[config.mk]
export PLATFORM = sky130hd
export DESIGN_NAME = rcl_top
export DESIGN_NICKNAME = d
export VERILOG_FILES = /design/src/rcl_pkg.sv /design/src/rcl_pin_expand.sv /design/src/rcl_sys_decode.sv /design/src/rcl_top.sv
export VERILOG_INCLUDE_DIRS = /design/src
export SDC_FILE = /design/constraint.sdc
export NUM_CORES = 1
export LEC_CHECK = 0
export ABC_CLOCK_PERIOD_IN_PS = 3650
export BUFFER_PORTS_ARGS = -buffer_cell sky130_fd_sc_hd__buf_2
export CORE_MARGIN = 2
export CORE_UTILIZATION = 35
export CTS_CLUSTER_SIZE = 20
export DETAILED_ROUTE_END_ITERATION = 12
export PLACE_DENSITY = 0.65
export SKIP_LAST_GASP = 1
export SYNTH_ARGS = -nofsm -noshare
export SYNTH_HDL_FRONTEND = slang
export SYNTH_SLANG_ARGS = --single-unit
[constraint.sdc]
create_clock -name aclk -period 3.65 [get_ports aclk]
set_input_delay 0.1825 -clock aclk [delete_from_list [all_inputs] [get_ports aclk]]
set_output_delay 0.1825 -clock aclk [all_outputs]
set_load 0.05 [all_outputs]
[src/rcl_consts.svh]
// Offsets, field positions, codes and reset values of the reset configuration latches
`ifndef RCL_CONSTS_SVH
`define RCL_CONSTS_SVH

// ****************************************
// Register indices, byte address is four times the index
// ****************************************
`define RCL_NUM_BYTES        4
`define RCL_IDX_LOW_DRIVE    4'h0
`define RCL_IDX_UPPER_DRIVE  4'h1
`define RCL_IDX_PIN_DEBUG    4'h2
`define RCL_IDX_CLK_ECC_DBG  4'h3
`define RCL_IDX_APPLIED      4'h4
`define RCL_IDX_STATUS       4'h5
`define RCL_IDX_LSB          2
`define RCL_IDX_MSB          5

// ****************************************
// Field positions
// ****************************************
`define RCL_NUM_PORTS        9
`define RCL_PINS_PER_PORT    8
`define RCL_EXT_RST_BIT      7
`define RCL_DBG_EN_BIT       6
`define RCL_PHS_MSB          7
`define RCL_PHS_LSB          4
`define RCL_ECC_BIT          3
`define RCL_DPS_MSB          2
`define RCL_DPS_LSB          1
`define RCL_BOOT_BIT         0
`define RCL_PENDING_BIT      16

// ****************************************
// Codes
// ****************************************
`define RCL_RDM_HIZ_ANALOG   2'h0
`define RCL_RDM_HIZ_DIGITAL  2'h1
`define RCL_RDM_PULL_UP      2'h2
`define RCL_RDM_PULL_DOWN    2'h3
`define RCL_DPS_JTAG5        2'h0
`define RCL_DPS_JTAG4        2'h1
`define RCL_DPS_SWD          2'h2
`define RCL_DPS_OFF          2'h3
`define RCL_RESP_OKAY        2'h0
`define RCL_RESP_SLVERR      2'h2

// ****************************************
// Factory values
// ****************************************
`define RCL_DEF_BYTE0        8'h00
`define RCL_DEF_BYTE1        8'h00
`define RCL_DEF_BYTE2        8'h40
`define RCL_DEF_BYTE3        8'h0A
`define RCL_WEAR_MAX         16'hFFFF

`endif

[src/rcl_pkg.sv]
// Types shared by the reset configuration latch modules
`include "rcl_consts.svh"

package rcl_pkg;

   typedef logic [1:0] rcl_drive_mode_t;

   typedef logic [`RCL_NUM_BYTES-1:0][7:0] rcl_latch_t;

   typedef struct packed {
      logic analog_en;
      logic dig_in_en;
      logic pull_up;
      logic pull_down;
   } rcl_pin_ctl_t;

   typedef struct packed {
      logic jtag5_en;
      logic jtag4_en;
      logic swd_en;
   } rcl_dbg_ports_t;

   typedef struct packed {
      logic [3:0]                             phase_delay;
      logic                                   flash_ecc_enable;
      logic [1:0]                             debug_port_select;
      logic                                   boot_speed_select;
      logic                                   ext_reset_pin_select;
      logic                                   debug_access_enable;
      rcl_drive_mode_t [`RCL_NUM_PORTS-1:0]   port_mode;
   } rcl_settings_t;

endpackage

[src/rcl_pin_expand.sv]
// Spreads each port's reset drive mode over all pins of that port
`timescale 1ns/100ps
`default_nettype none
`include "rcl_consts.svh"

module rcl_pin_expand
#(
   parameter int NUM_PORTS = `RCL_NUM_PORTS,
   parameter int PINS      = `RCL_PINS_PER_PORT
)
(
   input  wire logic                                          aclk,
   input  wire logic                                          aresetn,
   input  wire logic                                          ce,
   input  wire rcl_pkg::rcl_drive_mode_t [NUM_PORTS-1:0]      port_mode,
   output var  rcl_pkg::rcl_pin_ctl_t [NUM_PORTS*PINS-1:0]    pin_ctl
);
   import rcl_pkg::*;

   rcl_pin_ctl_t [NUM_PORTS*PINS-1:0] pin_nxt;

   for (genvar i = 0; i < NUM_PORTS*PINS; i++)
   begin : g_pin
      always_comb
      begin
         pin_nxt[i] = '0;
         case (port_mode[i/PINS])
            `RCL_RDM_HIZ_ANALOG:  pin_nxt[i].analog_en = 1'b1;
            `RCL_RDM_HIZ_DIGITAL: pin_nxt[i].dig_in_en = 1'b1;
            `RCL_RDM_PULL_UP:     pin_nxt[i].pull_up   = 1'b1;
            `RCL_RDM_PULL_DOWN:   pin_nxt[i].pull_down = 1'b1;
            default:              pin_nxt[i].analog_en = 1'b1;
         endcase
      end
   end

   always_ff @(posedge aclk)
   begin
      if (!aresetn)
      begin
         // Safe analog high impedance while in reset
         for (int k = 0; k < NUM_PORTS*PINS; k++)
         begin
            pin_ctl[k] <= '{analog_en: 1'b1, default: 1'b0};
         end
      end
      else if (ce)
      begin
         pin_ctl <= pin_nxt;
      end
   end

endmodule
`default_nettype wire

[src/rcl_sys_decode.sv]
// Decodes reset pin, debug, flash ECC and clock settings into control levels
`timescale 1ns/100ps
`default_nettype none
`include "rcl_consts.svh"

module rcl_sys_decode
(
   input  wire logic                    aclk,
   input  wire logic                    aresetn,
   input  wire logic                    ce,
   input  wire rcl_pkg::rcl_settings_t  settings,
   input  wire logic                    shared_reset_capable_pin,
   output var  logic                    ext_reset_req,
   output var  logic                    shared_pin_gpio_in,
   output var  logic                    debug_access_enable,
   output var  rcl_pkg::rcl_dbg_ports_t dbg_ports,
   output var  logic                    flash_ecc_enable,
   output var  logic                    ecc_area_user_en,
   output var  logic [3:0]              digital_clock_phase_delay,
   output var  logic                    boot_speed_select
);
   import rcl_pkg::*;

   rcl_dbg_ports_t dbg_nxt;

   always_comb
   begin
      dbg_nxt = '0;
      case (settings.debug_port_select)
         `RCL_DPS_JTAG5: dbg_nxt.jtag5_en = 1'b1;
         `RCL_DPS_JTAG4: dbg_nxt.jtag4_en = 1'b1;
         `RCL_DPS_SWD:   dbg_nxt.swd_en   = 1'b1;
         default:        dbg_nxt          = '0;
      endcase
      if (!settings.debug_access_enable)
      begin
         dbg_nxt = '0;
      end
   end

   always_ff @(posedge aclk)
   begin
      if (!aresetn)
      begin
         ext_reset_req             <= 1'b0;
         shared_pin_gpio_in        <= 1'b0;
         debug_access_enable       <= 1'b0;
         dbg_ports                 <= '0;
         flash_ecc_enable          <= 1'b0;
         ecc_area_user_en          <= 1'b0;
         digital_clock_phase_delay <= 4'h0;
         boot_speed_select         <= 1'b0;
      end
      else if (ce)
      begin
         ext_reset_req             <= settings.ext_reset_pin_select & ~shared_reset_capable_pin;
         shared_pin_gpio_in        <= ~settings.ext_reset_pin_select & shared_reset_capable_pin;
         debug_access_enable       <= settings.debug_access_enable;
         dbg_ports                 <= dbg_nxt;
         flash_ecc_enable          <= settings.flash_ecc_enable;
         ecc_area_user_en          <= ~settings.flash_ecc_enable;
         digital_clock_phase_delay <= settings.phase_delay;
         boot_speed_select         <= settings.boot_speed_select;
      end
   end

endmodule
`default_nettype wire

[src/rcl_top.sv]
// Reset configuration latches with AXI4-Lite access and applied settings
//
// Operation
// - Four latch bytes configure device at reset
// - Two-bit code picks port reset drive
// - All pins of a port share mode
// - Select bit makes shared pin reset input
// - Debug enable bit gates debug access
// - Two-bit field picks debug port type
// - ECC bit reserves or frees ECC area
// - Last byte nibble sets clock phase delay
//
// Local design decision: the AXI4-Lite register port.
`timescale 1ns/100ps
`default_nettype none
`include "rcl_consts.svh"

module rcl_top
#(
   parameter int         ADDR_W          = 8,
   parameter logic       DEF_EXT_RESET   = 1'b0,
   parameter logic [3:0] DEF_PHASE_DELAY = 4'h0,
   parameter logic       DEF_BOOT_SPEED  = 1'b0
)
(
   input  wire logic                                                          aclk,
   input  wire logic                                                          aresetn,
   input  wire logic                                                          ce,
   input  wire logic                                                          por_n,
   input  wire logic                                                          shared_reset_capable_pin,
   input  wire logic [ADDR_W-1:0]                                             awaddr,
   input  wire logic [2:0]                                                    awprot,
   input  wire logic                                                          awvalid,
   output var  logic                                                          awready,
   input  wire logic [31:0]                                                   wdata,
   input  wire logic [3:0]                                                    wstrb,
   input  wire logic                                                          wvalid,
   output var  logic                                                          wready,
   output var  logic [1:0]                                                    bresp,
   output var  logic                                                          bvalid,
   input  wire logic                                                          bready,
   input  wire logic [ADDR_W-1:0]                                             araddr,
   input  wire logic [2:0]                                                    arprot,
   input  wire logic                                                          arvalid,
   output var  logic                                                          arready,
   output var  logic [31:0]                                                   rdata,
   output var  logic [1:0]                                                    rresp,
   output var  logic                                                          rvalid,
   input  wire logic                                                          rready,
   output wire rcl_pkg::rcl_pin_ctl_t [`RCL_NUM_PORTS*`RCL_PINS_PER_PORT-1:0] pin_ctl,
   output wire logic                                                          ext_reset_req,
   output wire logic                                                          shared_pin_gpio_in,
   output wire logic                                                          debug_access_enable,
   output wire rcl_pkg::rcl_dbg_ports_t                                       dbg_ports,
   output wire logic                                                          flash_ecc_enable,
   output wire logic                                                          ecc_area_user_en,
   output wire logic [3:0]                                                    digital_clock_phase_delay,
   output wire logic                                                          boot_speed_select
);
   import rcl_pkg::*;

   // ****************************************
   // Declarations
   // ****************************************
   typedef enum logic { WR_COLLECT, WR_RESP } rcl_wr_state_t;
   typedef enum logic { RD_IDLE, RD_DATA } rcl_rd_state_t;

   // Package dependent fields merged into the factory bytes, one byte per lane
   localparam rcl_latch_t FACTORY = {
      (`RCL_DEF_BYTE3 & 8'h0E) | {DEF_PHASE_DELAY, 4'h0} | {7'h00, DEF_BOOT_SPEED},
      (`RCL_DEF_BYTE2 & 8'h7F) | {DEF_EXT_RESET, 7'h00},
      `RCL_DEF_BYTE1,
      `RCL_DEF_BYTE0
   };

   rcl_wr_state_t wst_r;
   rcl_wr_state_t wst_nxt;
   logic          aw_have_r;
   logic          aw_have_nxt;
   logic          w_have_r;
   logic          w_have_nxt;
   logic [3:0]    aw_idx_r;
   logic [3:0]    aw_idx_nxt;
   logic          aw_map_r;
   logic          aw_map_nxt;
   logic [7:0]    wbyte_r;
   logic [7:0]    wbyte_nxt;
   logic          wlane_r;
   logic          wlane_nxt;
   logic          awready_nxt;
   logic          wready_nxt;
   logic          bvalid_nxt;
   logic [1:0]    bresp_nxt;
   logic          wr_fire;

   rcl_rd_state_t rst_r;
   rcl_rd_state_t rst_nxt;
   logic          arready_nxt;
   logic          rvalid_nxt;
   logic [31:0]   rdata_nxt;
   logic [1:0]    rresp_nxt;

   rcl_latch_t    latch_r;
   rcl_latch_t    latch_nxt;
   rcl_latch_t    snapshot_r;
   rcl_latch_t    snapshot_nxt;
   logic [15:0]   wear_cnt_r;
   logic [15:0]   wear_cnt_nxt;
   rcl_settings_t settings;

   // ****************************************
   // Address decode
   // ****************************************
   function automatic logic addr_mapped(input logic [ADDR_W-1:0] a);
      logic ok;
      ok = (a[`RCL_IDX_MSB:`RCL_IDX_LSB] <= `RCL_IDX_STATUS);
      if (a[ADDR_W-1:`RCL_IDX_MSB+1] != '0)
      begin
         ok = 1'b0;
      end
      return ok;
   endfunction

   function automatic logic [31:0] read_word(input logic [3:0] idx);
      logic [31:0] w;
      w = 32'h0000_0000;
      case (idx)
         `RCL_IDX_LOW_DRIVE:   w[7:0] = latch_r[0];
         `RCL_IDX_UPPER_DRIVE: w[7:0] = latch_r[1];
         `RCL_IDX_PIN_DEBUG:   w[7:0] = latch_r[2];
         `RCL_IDX_CLK_ECC_DBG: w[7:0] = latch_r[3];
         `RCL_IDX_APPLIED:     w      = snapshot_r;
         `RCL_IDX_STATUS:
         begin
            w[15:0]             = wear_cnt_r;
            w[`RCL_PENDING_BIT] = (latch_r != snapshot_r);
         end
         default:              w      = 32'h0000_0000;
      endcase
      return w;
   endfunction

   // ****************************************
   // Write channel
   // ****************************************
   always_comb
   begin
      wst_nxt     = wst_r;
      aw_have_nxt = aw_have_r;
      w_have_nxt  = w_have_r;
      aw_idx_nxt  = aw_idx_r;
      aw_map_nxt  = aw_map_r;
      wbyte_nxt   = wbyte_r;
      wlane_nxt   = wlane_r;
      bvalid_nxt  = bvalid;
      bresp_nxt   = bresp;
      wr_fire     = 1'b0;
      case (wst_r)
         WR_COLLECT:
         begin
            if (awvalid && awready)
            begin
               aw_have_nxt = 1'b1;
               aw_idx_nxt  = awaddr[`RCL_IDX_MSB:`RCL_IDX_LSB];
               aw_map_nxt  = addr_mapped(awaddr);
            end
            if (wvalid && wready)
            begin
               w_have_nxt = 1'b1;
               wbyte_nxt  = wdata[7:0];
               wlane_nxt  = wstrb[0];
            end
            // Address and data may arrive in either order
            if (aw_have_nxt && w_have_nxt)
            begin
               wr_fire     = aw_map_nxt;
               aw_have_nxt = 1'b0;
               w_have_nxt  = 1'b0;
               bvalid_nxt  = 1'b1;
               bresp_nxt   = aw_map_nxt ? `RCL_RESP_OKAY : `RCL_RESP_SLVERR;
               wst_nxt     = WR_RESP;
            end
         end
         WR_RESP:
         begin
            if (bready)
            begin
               bvalid_nxt = 1'b0;
               wst_nxt    = WR_COLLECT;
            end
         end
         default:
         begin
            wst_nxt = WR_COLLECT;
         end
      endcase
      awready_nxt = (wst_nxt == WR_COLLECT) && !aw_have_nxt;
      wready_nxt  = (wst_nxt == WR_COLLECT) && !w_have_nxt;
   end

   always_ff @(posedge aclk)
   begin
      if (!aresetn)
      begin
         wst_r     <= WR_COLLECT;
         aw_have_r <= 1'b0;
         w_have_r  <= 1'b0;
         aw_idx_r  <= 4'h0;
         aw_map_r  <= 1'b0;
         wbyte_r   <= 8'h00;
         wlane_r   <= 1'b0;
         awready   <= 1'b0;
         wready    <= 1'b0;
         bvalid    <= 1'b0;
         bresp     <= `RCL_RESP_OKAY;
      end
      else if (ce)
      begin
         wst_r     <= wst_nxt;
         aw_have_r <= aw_have_nxt;
         w_have_r  <= w_have_nxt;
         aw_idx_r  <= aw_idx_nxt;
         aw_map_r  <= aw_map_nxt;
         wbyte_r   <= wbyte_nxt;
         wlane_r   <= wlane_nxt;
         awready   <= awready_nxt;
         wready    <= wready_nxt;
         bvalid    <= bvalid_nxt;
         bresp     <= bresp_nxt;
      end
   end

   // ****************************************
   // Read channel
   // ****************************************
   always_comb
   begin
      rst_nxt    = rst_r;
      rvalid_nxt = rvalid;
      rdata_nxt  = rdata;
      rresp_nxt  = rresp;
      case (rst_r)
         RD_IDLE:
         begin
            if (arvalid && arready)
            begin
               rvalid_nxt = 1'b1;
               rdata_nxt  = addr_mapped(araddr) ? read_word(araddr[`RCL_IDX_MSB:`RCL_IDX_LSB]) : 32'h0000_0000;
               rresp_nxt  = addr_mapped(araddr) ? `RCL_RESP_OKAY : `RCL_RESP_SLVERR;
               rst_nxt    = RD_DATA;
            end
         end
         RD_DATA:
         begin
            if (rready)
            begin
               rvalid_nxt = 1'b0;
               rst_nxt    = RD_IDLE;
            end
         end
         default:
         begin
            rst_nxt = RD_IDLE;
         end
      endcase
      arready_nxt = (rst_nxt == RD_IDLE);
   end

   always_ff @(posedge aclk)
   begin
      if (!aresetn)
      begin
         rst_r   <= RD_IDLE;
         arready <= 1'b0;
         rvalid  <= 1'b0;
         rdata   <= 32'h0000_0000;
         rresp   <= `RCL_RESP_OKAY;
      end
      else if (ce)
      begin
         rst_r   <= rst_nxt;
         arready <= arready_nxt;
         rvalid  <= rvalid_nxt;
         rdata   <= rdata_nxt;
         rresp   <= rresp_nxt;
      end
   end

   // ****************************************
   // Latch array and applied copy
   // ****************************************
   always_comb
   begin
      latch_nxt    = latch_r;
      wear_cnt_nxt = wear_cnt_r;
      if (!por_n)
      begin
         latch_nxt    = FACTORY;
         wear_cnt_nxt = 16'h0000;
      end
      else if (wr_fire && wlane_nxt && aw_idx_nxt <= `RCL_IDX_CLK_ECC_DBG)
      begin
         if (latch_r[aw_idx_nxt[1:0]] != wbyte_nxt)
         begin
            latch_nxt[aw_idx_nxt[1:0]] = wbyte_nxt;
            if (wear_cnt_r != `RCL_WEAR_MAX)
            begin
               wear_cnt_nxt = wear_cnt_r + 16'h0001;
            end
         end
      end
   end

   // capture only while reset is held
   always_comb
   begin
      snapshot_nxt = aresetn ? snapshot_r : latch_r;
   end

   always_ff @(posedge aclk)
   begin
      if (!por_n || ce)
      begin
         latch_r    <= latch_nxt;
         wear_cnt_r <= wear_cnt_nxt;
      end
   end

   // Capture ignores ce so reset always applies fresh settings
   always_ff @(posedge aclk)
   begin
      if (!aresetn || ce)
      begin
         snapshot_r <= snapshot_nxt;
      end
   end

   // ****************************************
   // Field extraction
   // ****************************************
   always_comb
   begin
      settings.phase_delay          = snapshot_r[3][`RCL_PHS_MSB:`RCL_PHS_LSB];
      settings.flash_ecc_enable     = snapshot_r[3][`RCL_ECC_BIT];
      settings.debug_port_select    = snapshot_r[3][`RCL_DPS_MSB:`RCL_DPS_LSB];
      settings.boot_speed_select    = snapshot_r[3][`RCL_BOOT_BIT];
      settings.ext_reset_pin_select = snapshot_r[2][`RCL_EXT_RST_BIT];
      settings.debug_access_enable  = snapshot_r[2][`RCL_DBG_EN_BIT];
      // ports 0..3, 4..7, then 8
      settings.port_mode            = {snapshot_r[2][1:0], snapshot_r[1], snapshot_r[0]};
   end

   rcl_pin_expand u_pin_expand
   (
      .aclk      (aclk),
      .aresetn   (aresetn),
      .ce        (ce),
      .port_mode (settings.port_mode),
      .pin_ctl   (pin_ctl)
   );

   rcl_sys_decode u_sys_decode
   (
      .aclk                      (aclk),
      .aresetn                   (aresetn),
      .ce                        (ce),
      .settings                  (settings),
      .shared_reset_capable_pin  (shared_reset_capable_pin),
      .ext_reset_req             (ext_reset_req),
      .shared_pin_gpio_in        (shared_pin_gpio_in),
      .debug_access_enable       (debug_access_enable),
      .dbg_ports                 (dbg_ports),
      .flash_ecc_enable          (flash_ecc_enable),
      .ecc_area_user_en          (ecc_area_user_en),
      .digital_clock_phase_delay (digital_clock_phase_delay),
      .boot_speed_select         (boot_speed_select)
   );

endmodule
`default_nettype wire

==> results.sh <==
export IMPL_status="finished clean"
export IMPL_p_sw_share_pct=36.91
export IMPL_p_leak_uw=0.005535
export IMPL_fp_dieW_um=179.4
export IMPL_post_synth_top_area_cell="edfxtp_1"
export IMPL_start_util_pct=35.37
export IMPL_p_int_uw=3571
export IMPL_hold_viol_final=0
export IMPL_final_antenna_net_count=0
export IMPL_ys_top_cells_by_area="edfxtp_1, dfxtp_1, buf_4, mux2i_1, xor2_1"
export IMPL_power_frac_seq_pct=44.1
export IMPL_syn_area_um2=10760
export IMPL_cts_setup_buffers=0
export IMPL_cts_root_buffer="clkbuf_16"
export IMPL_syn_inst=1084
export IMPL_cp_required_ns=3.83
export IMPL_cts_clk_slew_worst_paths_ns=0.08
export IMPL_cts_tree="yes"
export IMPL_yosysUniqueCellTypes=60
export IMPL_yosysMostFrequentCell="buf_4"
export IMPL_hp_class="in -> reg"
export IMPL_wl_per_cell_um=17.95
export IMPL_nets=1248
export IMPL_grt_pass1_vias=6743
export IMPL_worstPathArrival_ns=3.11
export IMPL_ys_warn_count=0
export IMPL_cts_sinks=186
export IMPL_via_per_inst=4.966
export IMPL_antenna_found_initial=3
export IMPL_power_density_nw_per_um2=484.4
export IMPL_post_route_drc_count=0
export IMPL_totalWireLength_um=28500
export IMPL_crit_family="multiplexers"
export IMPL_fin_setup_tns_ns=0
export IMPL_cts_htree_levels=4
export IMPL_top_level_ports=410
export IMPL_critPathCaptureType="flop"
export IMPL_synth_top_area_share_pct=22.32
export IMPL_worst_path_buf_inv=1
export IMPL_synth_avg_cell_area_um2=9.929
export IMPL_worst_path_max_fanout=20
export IMPL_async_flop_share_pct=0
export IMPL_place_area_um2=11070
export IMPL_drtIter0Drc=576
export IMPL_path_cells="nand3b_4 -> mux2i_4 -> mux2_2 -> a32oi_1 -> nor4b_2 -> a31oi_1 -> buf_4"
export IMPL_grt_pass1_wl_um=40700
export IMPL_synth_edf_count=80
export IMPL_die_area_um2=32170
export IMPL_critical_path_class="reg -> reg"
export IMPL_ys_seq_area_share_pct=42.04
export IMPL_period_needed_ns=2.929
export IMPL_clock_skew_ns=0.01103
export IMPL_clock_fmax_ghz=0.3414
export IMPL_rsz0062_at_grt="false"
export IMPL_pre_cts_slack_ns=0.7444
export IMPL_drv_slew=0
export IMPL_grt_max_degree=121
export IMPL_vias=7886
export IMPL_dp_cells=1554
export IMPL_finalCritPeriodShare_pct=80.25
export IMPL_slowest_stage="mux2i_4"
export IMPL_ys_top_cells_by_count="buf_4, dfxtp_1, edfxtp_1"
export IMPL_cts_made_buffers=17
export IMPL_area_growth_pct=8.568
export IMPL_detailed_place_hpwl_um=20510
export IMPL_rows=64
export IMPL_switchingPower_uw=2089
export IMPL_vdd_drop_max_mv=0.2433
export IMPL_grt_overflow_total=0
export IMPL_clk_latency_ns=0.44
export IMPL_drive_above_1_share_pct=36.91
export IMPL_slew_headroom_pct=24.14
export IMPL_layout_setup_ws_ns=0.7207
export IMPL_port_buffers=370
export IMPL_first_pass_iters=5
export IMPL_worst_slew_pin_slew_ns=1.138
export IMPL_fin_cells=1588
export IMPL_comb_power_share_pct=23.0
export IMPL_final_setup_viol_count=0
export IMPL_gp_congestion=0.9104
export IMPL_grt_total_usage_pct=16.82
export IMPL_ys_ff_latch=186
export IMPL_diodes=0
export IMPL_power_share_clock_pct=32.9
export IMPL_final_area_um2=11690
export IMPL_die_y_um=179.4
export IMPL_cts_buffer_depth=2
export IMPL_start_kind="flop"
export IMPL_totalPowerFinal_uw=5660
export IMPL_cap_violations=0
export IMPL_core_um2=30430
export IMPL_critPathMaxStageDelay_ns=0.49
export IMPL_synthFlopType="dfxtp_1"
cell families after synthesis:
family,synth area share [%]
adders and majority gates,0.1162
buffers and inverters,20.25
DFF,42.04
xor gates and xnor gates,3.906
AOI/OAI and AO/OA,11.99
other,0.03484
muxes,8.347
and+or+nand+nor,13.32
stage by stage:
| step | util, % | hold slack, ns |
|---|---|---|
| 2_1_floorplan | - | 0.3008 |
| 3_3_place_gp | 36.37 | 0.4155 |
| 3_5_place_dp | 36.37 | 0.4303 |
| 4_1_cts | 38.40 | 0.01565 |
| 5_1_grt | 38.40 | 0.03179 |
| 6_report | 38.40 | 0.03233 |
final timing paths:
path                                                  from                          to  slack, ns  cells after the start
worst min register to register  u_sys_decode.ext_reset_req  u_sys_decode.ext_reset_req       0.47                      2
worst min-delay path                             awaddr[4]                 aw_idx_r[2]       0.03                      3
worst max register to register                       wst_r               wear_cnt_r[1]       0.72                      7
worst max-delay path                                 wst_r               wear_cnt_r[1]       0.72                      7
state kept, by name, indices dropped and copies added, names as in the netlist, 3 cells and up:
signal / flops
aw_idx_r: 4
latch_r: 32
rdata: 32
settings: 28
snapshot_r: 4
u_pin_expand.pin_ctl: 36
u_sys_decode.dbg_ports: 3
u_sys_decode.digital_clock_phase_delay: 4
wbyte_r: 8
wear_cnt_r: 16
worst register-to-register path: stages, from the launching register on:
cell      delay, ns
dfxtp_1        0.42
nand3b_4       0.41
mux2i_4        0.50
mux2_2         0.40
a32oi_1        0.18
nor4b_2        0.32
a31oi_1        0.19
buf_4          0.26
cell type report:
type,instances,area (µm²)
sequential,186,4524
inverter,3,13.76
timing repair buffer,385,1984
clock inverter,15,172.7
multi-input combinational,586,4069
tap,396,495.5
clock buffer,17,425.4
fill,3026,18740
power groups by stage:
stage / Clock (µW) / Sequential, µW / Combinational (µW)
6_report: 1860 / 2490 / 1300
3_5_place_dp: 0 / 2540 / 1300
4_1_cts: 1910 / 2490 / 1310
2_1_floorplan: 0 / 2570 / 1110
3_3_place_gp: 0 / 2540 / 1290
5_1_grt: 1980 / 2520 / 1380
cells in the final DEF (no fill, tap or decap), types with 7 or more instances in the layout:
| master | n |
|---|---|
| buf_2 | 369 |
| dfxtp_1 | 106 |
| edfxtp_1 | 80 |
| nor2_1 | 65 |
| nand2_1 | 65 |
| mux2i_1 | 63 |
| a21oi_1 | 45 |
| xor2_1 | 39 |
| nand2b_1 | 37 |
| o21ai_0 | 33 |
| o211a_1 | 29 |
| nand3b_1 | 21 |
| nand3_1 | 21 |
| a22oi_1 | 18 |
| clkbuf_16 | 17 |
| a222oi_1 | 16 |
| and2_1 | 14 |
| a211oi_1 | 13 |
| buf_4 | 13 |
| nor2b_1 | 9 |
| a2bb2oi_1 | 9 |
| mux2_2 | 9 |
| xnor2_1 | 9 |
| nor4_1 | 8 |
| and3_1 | 7 |
what timing repair did:
action	CTS	global route
endpoints found under the hold margin	2	0
hold buffers	2	0
gates resized for setup	0	0
metal layers:
layer	share of wire, %	up-vias	track usage [%]
li1	-	3751	-
met1	41	3793	21.03
met2	50	292	28.48
met3	6.4	44	3.713
met4	2.4	6	6.149
met5	0.13	-	0
(Power assumes the default switching activity.)
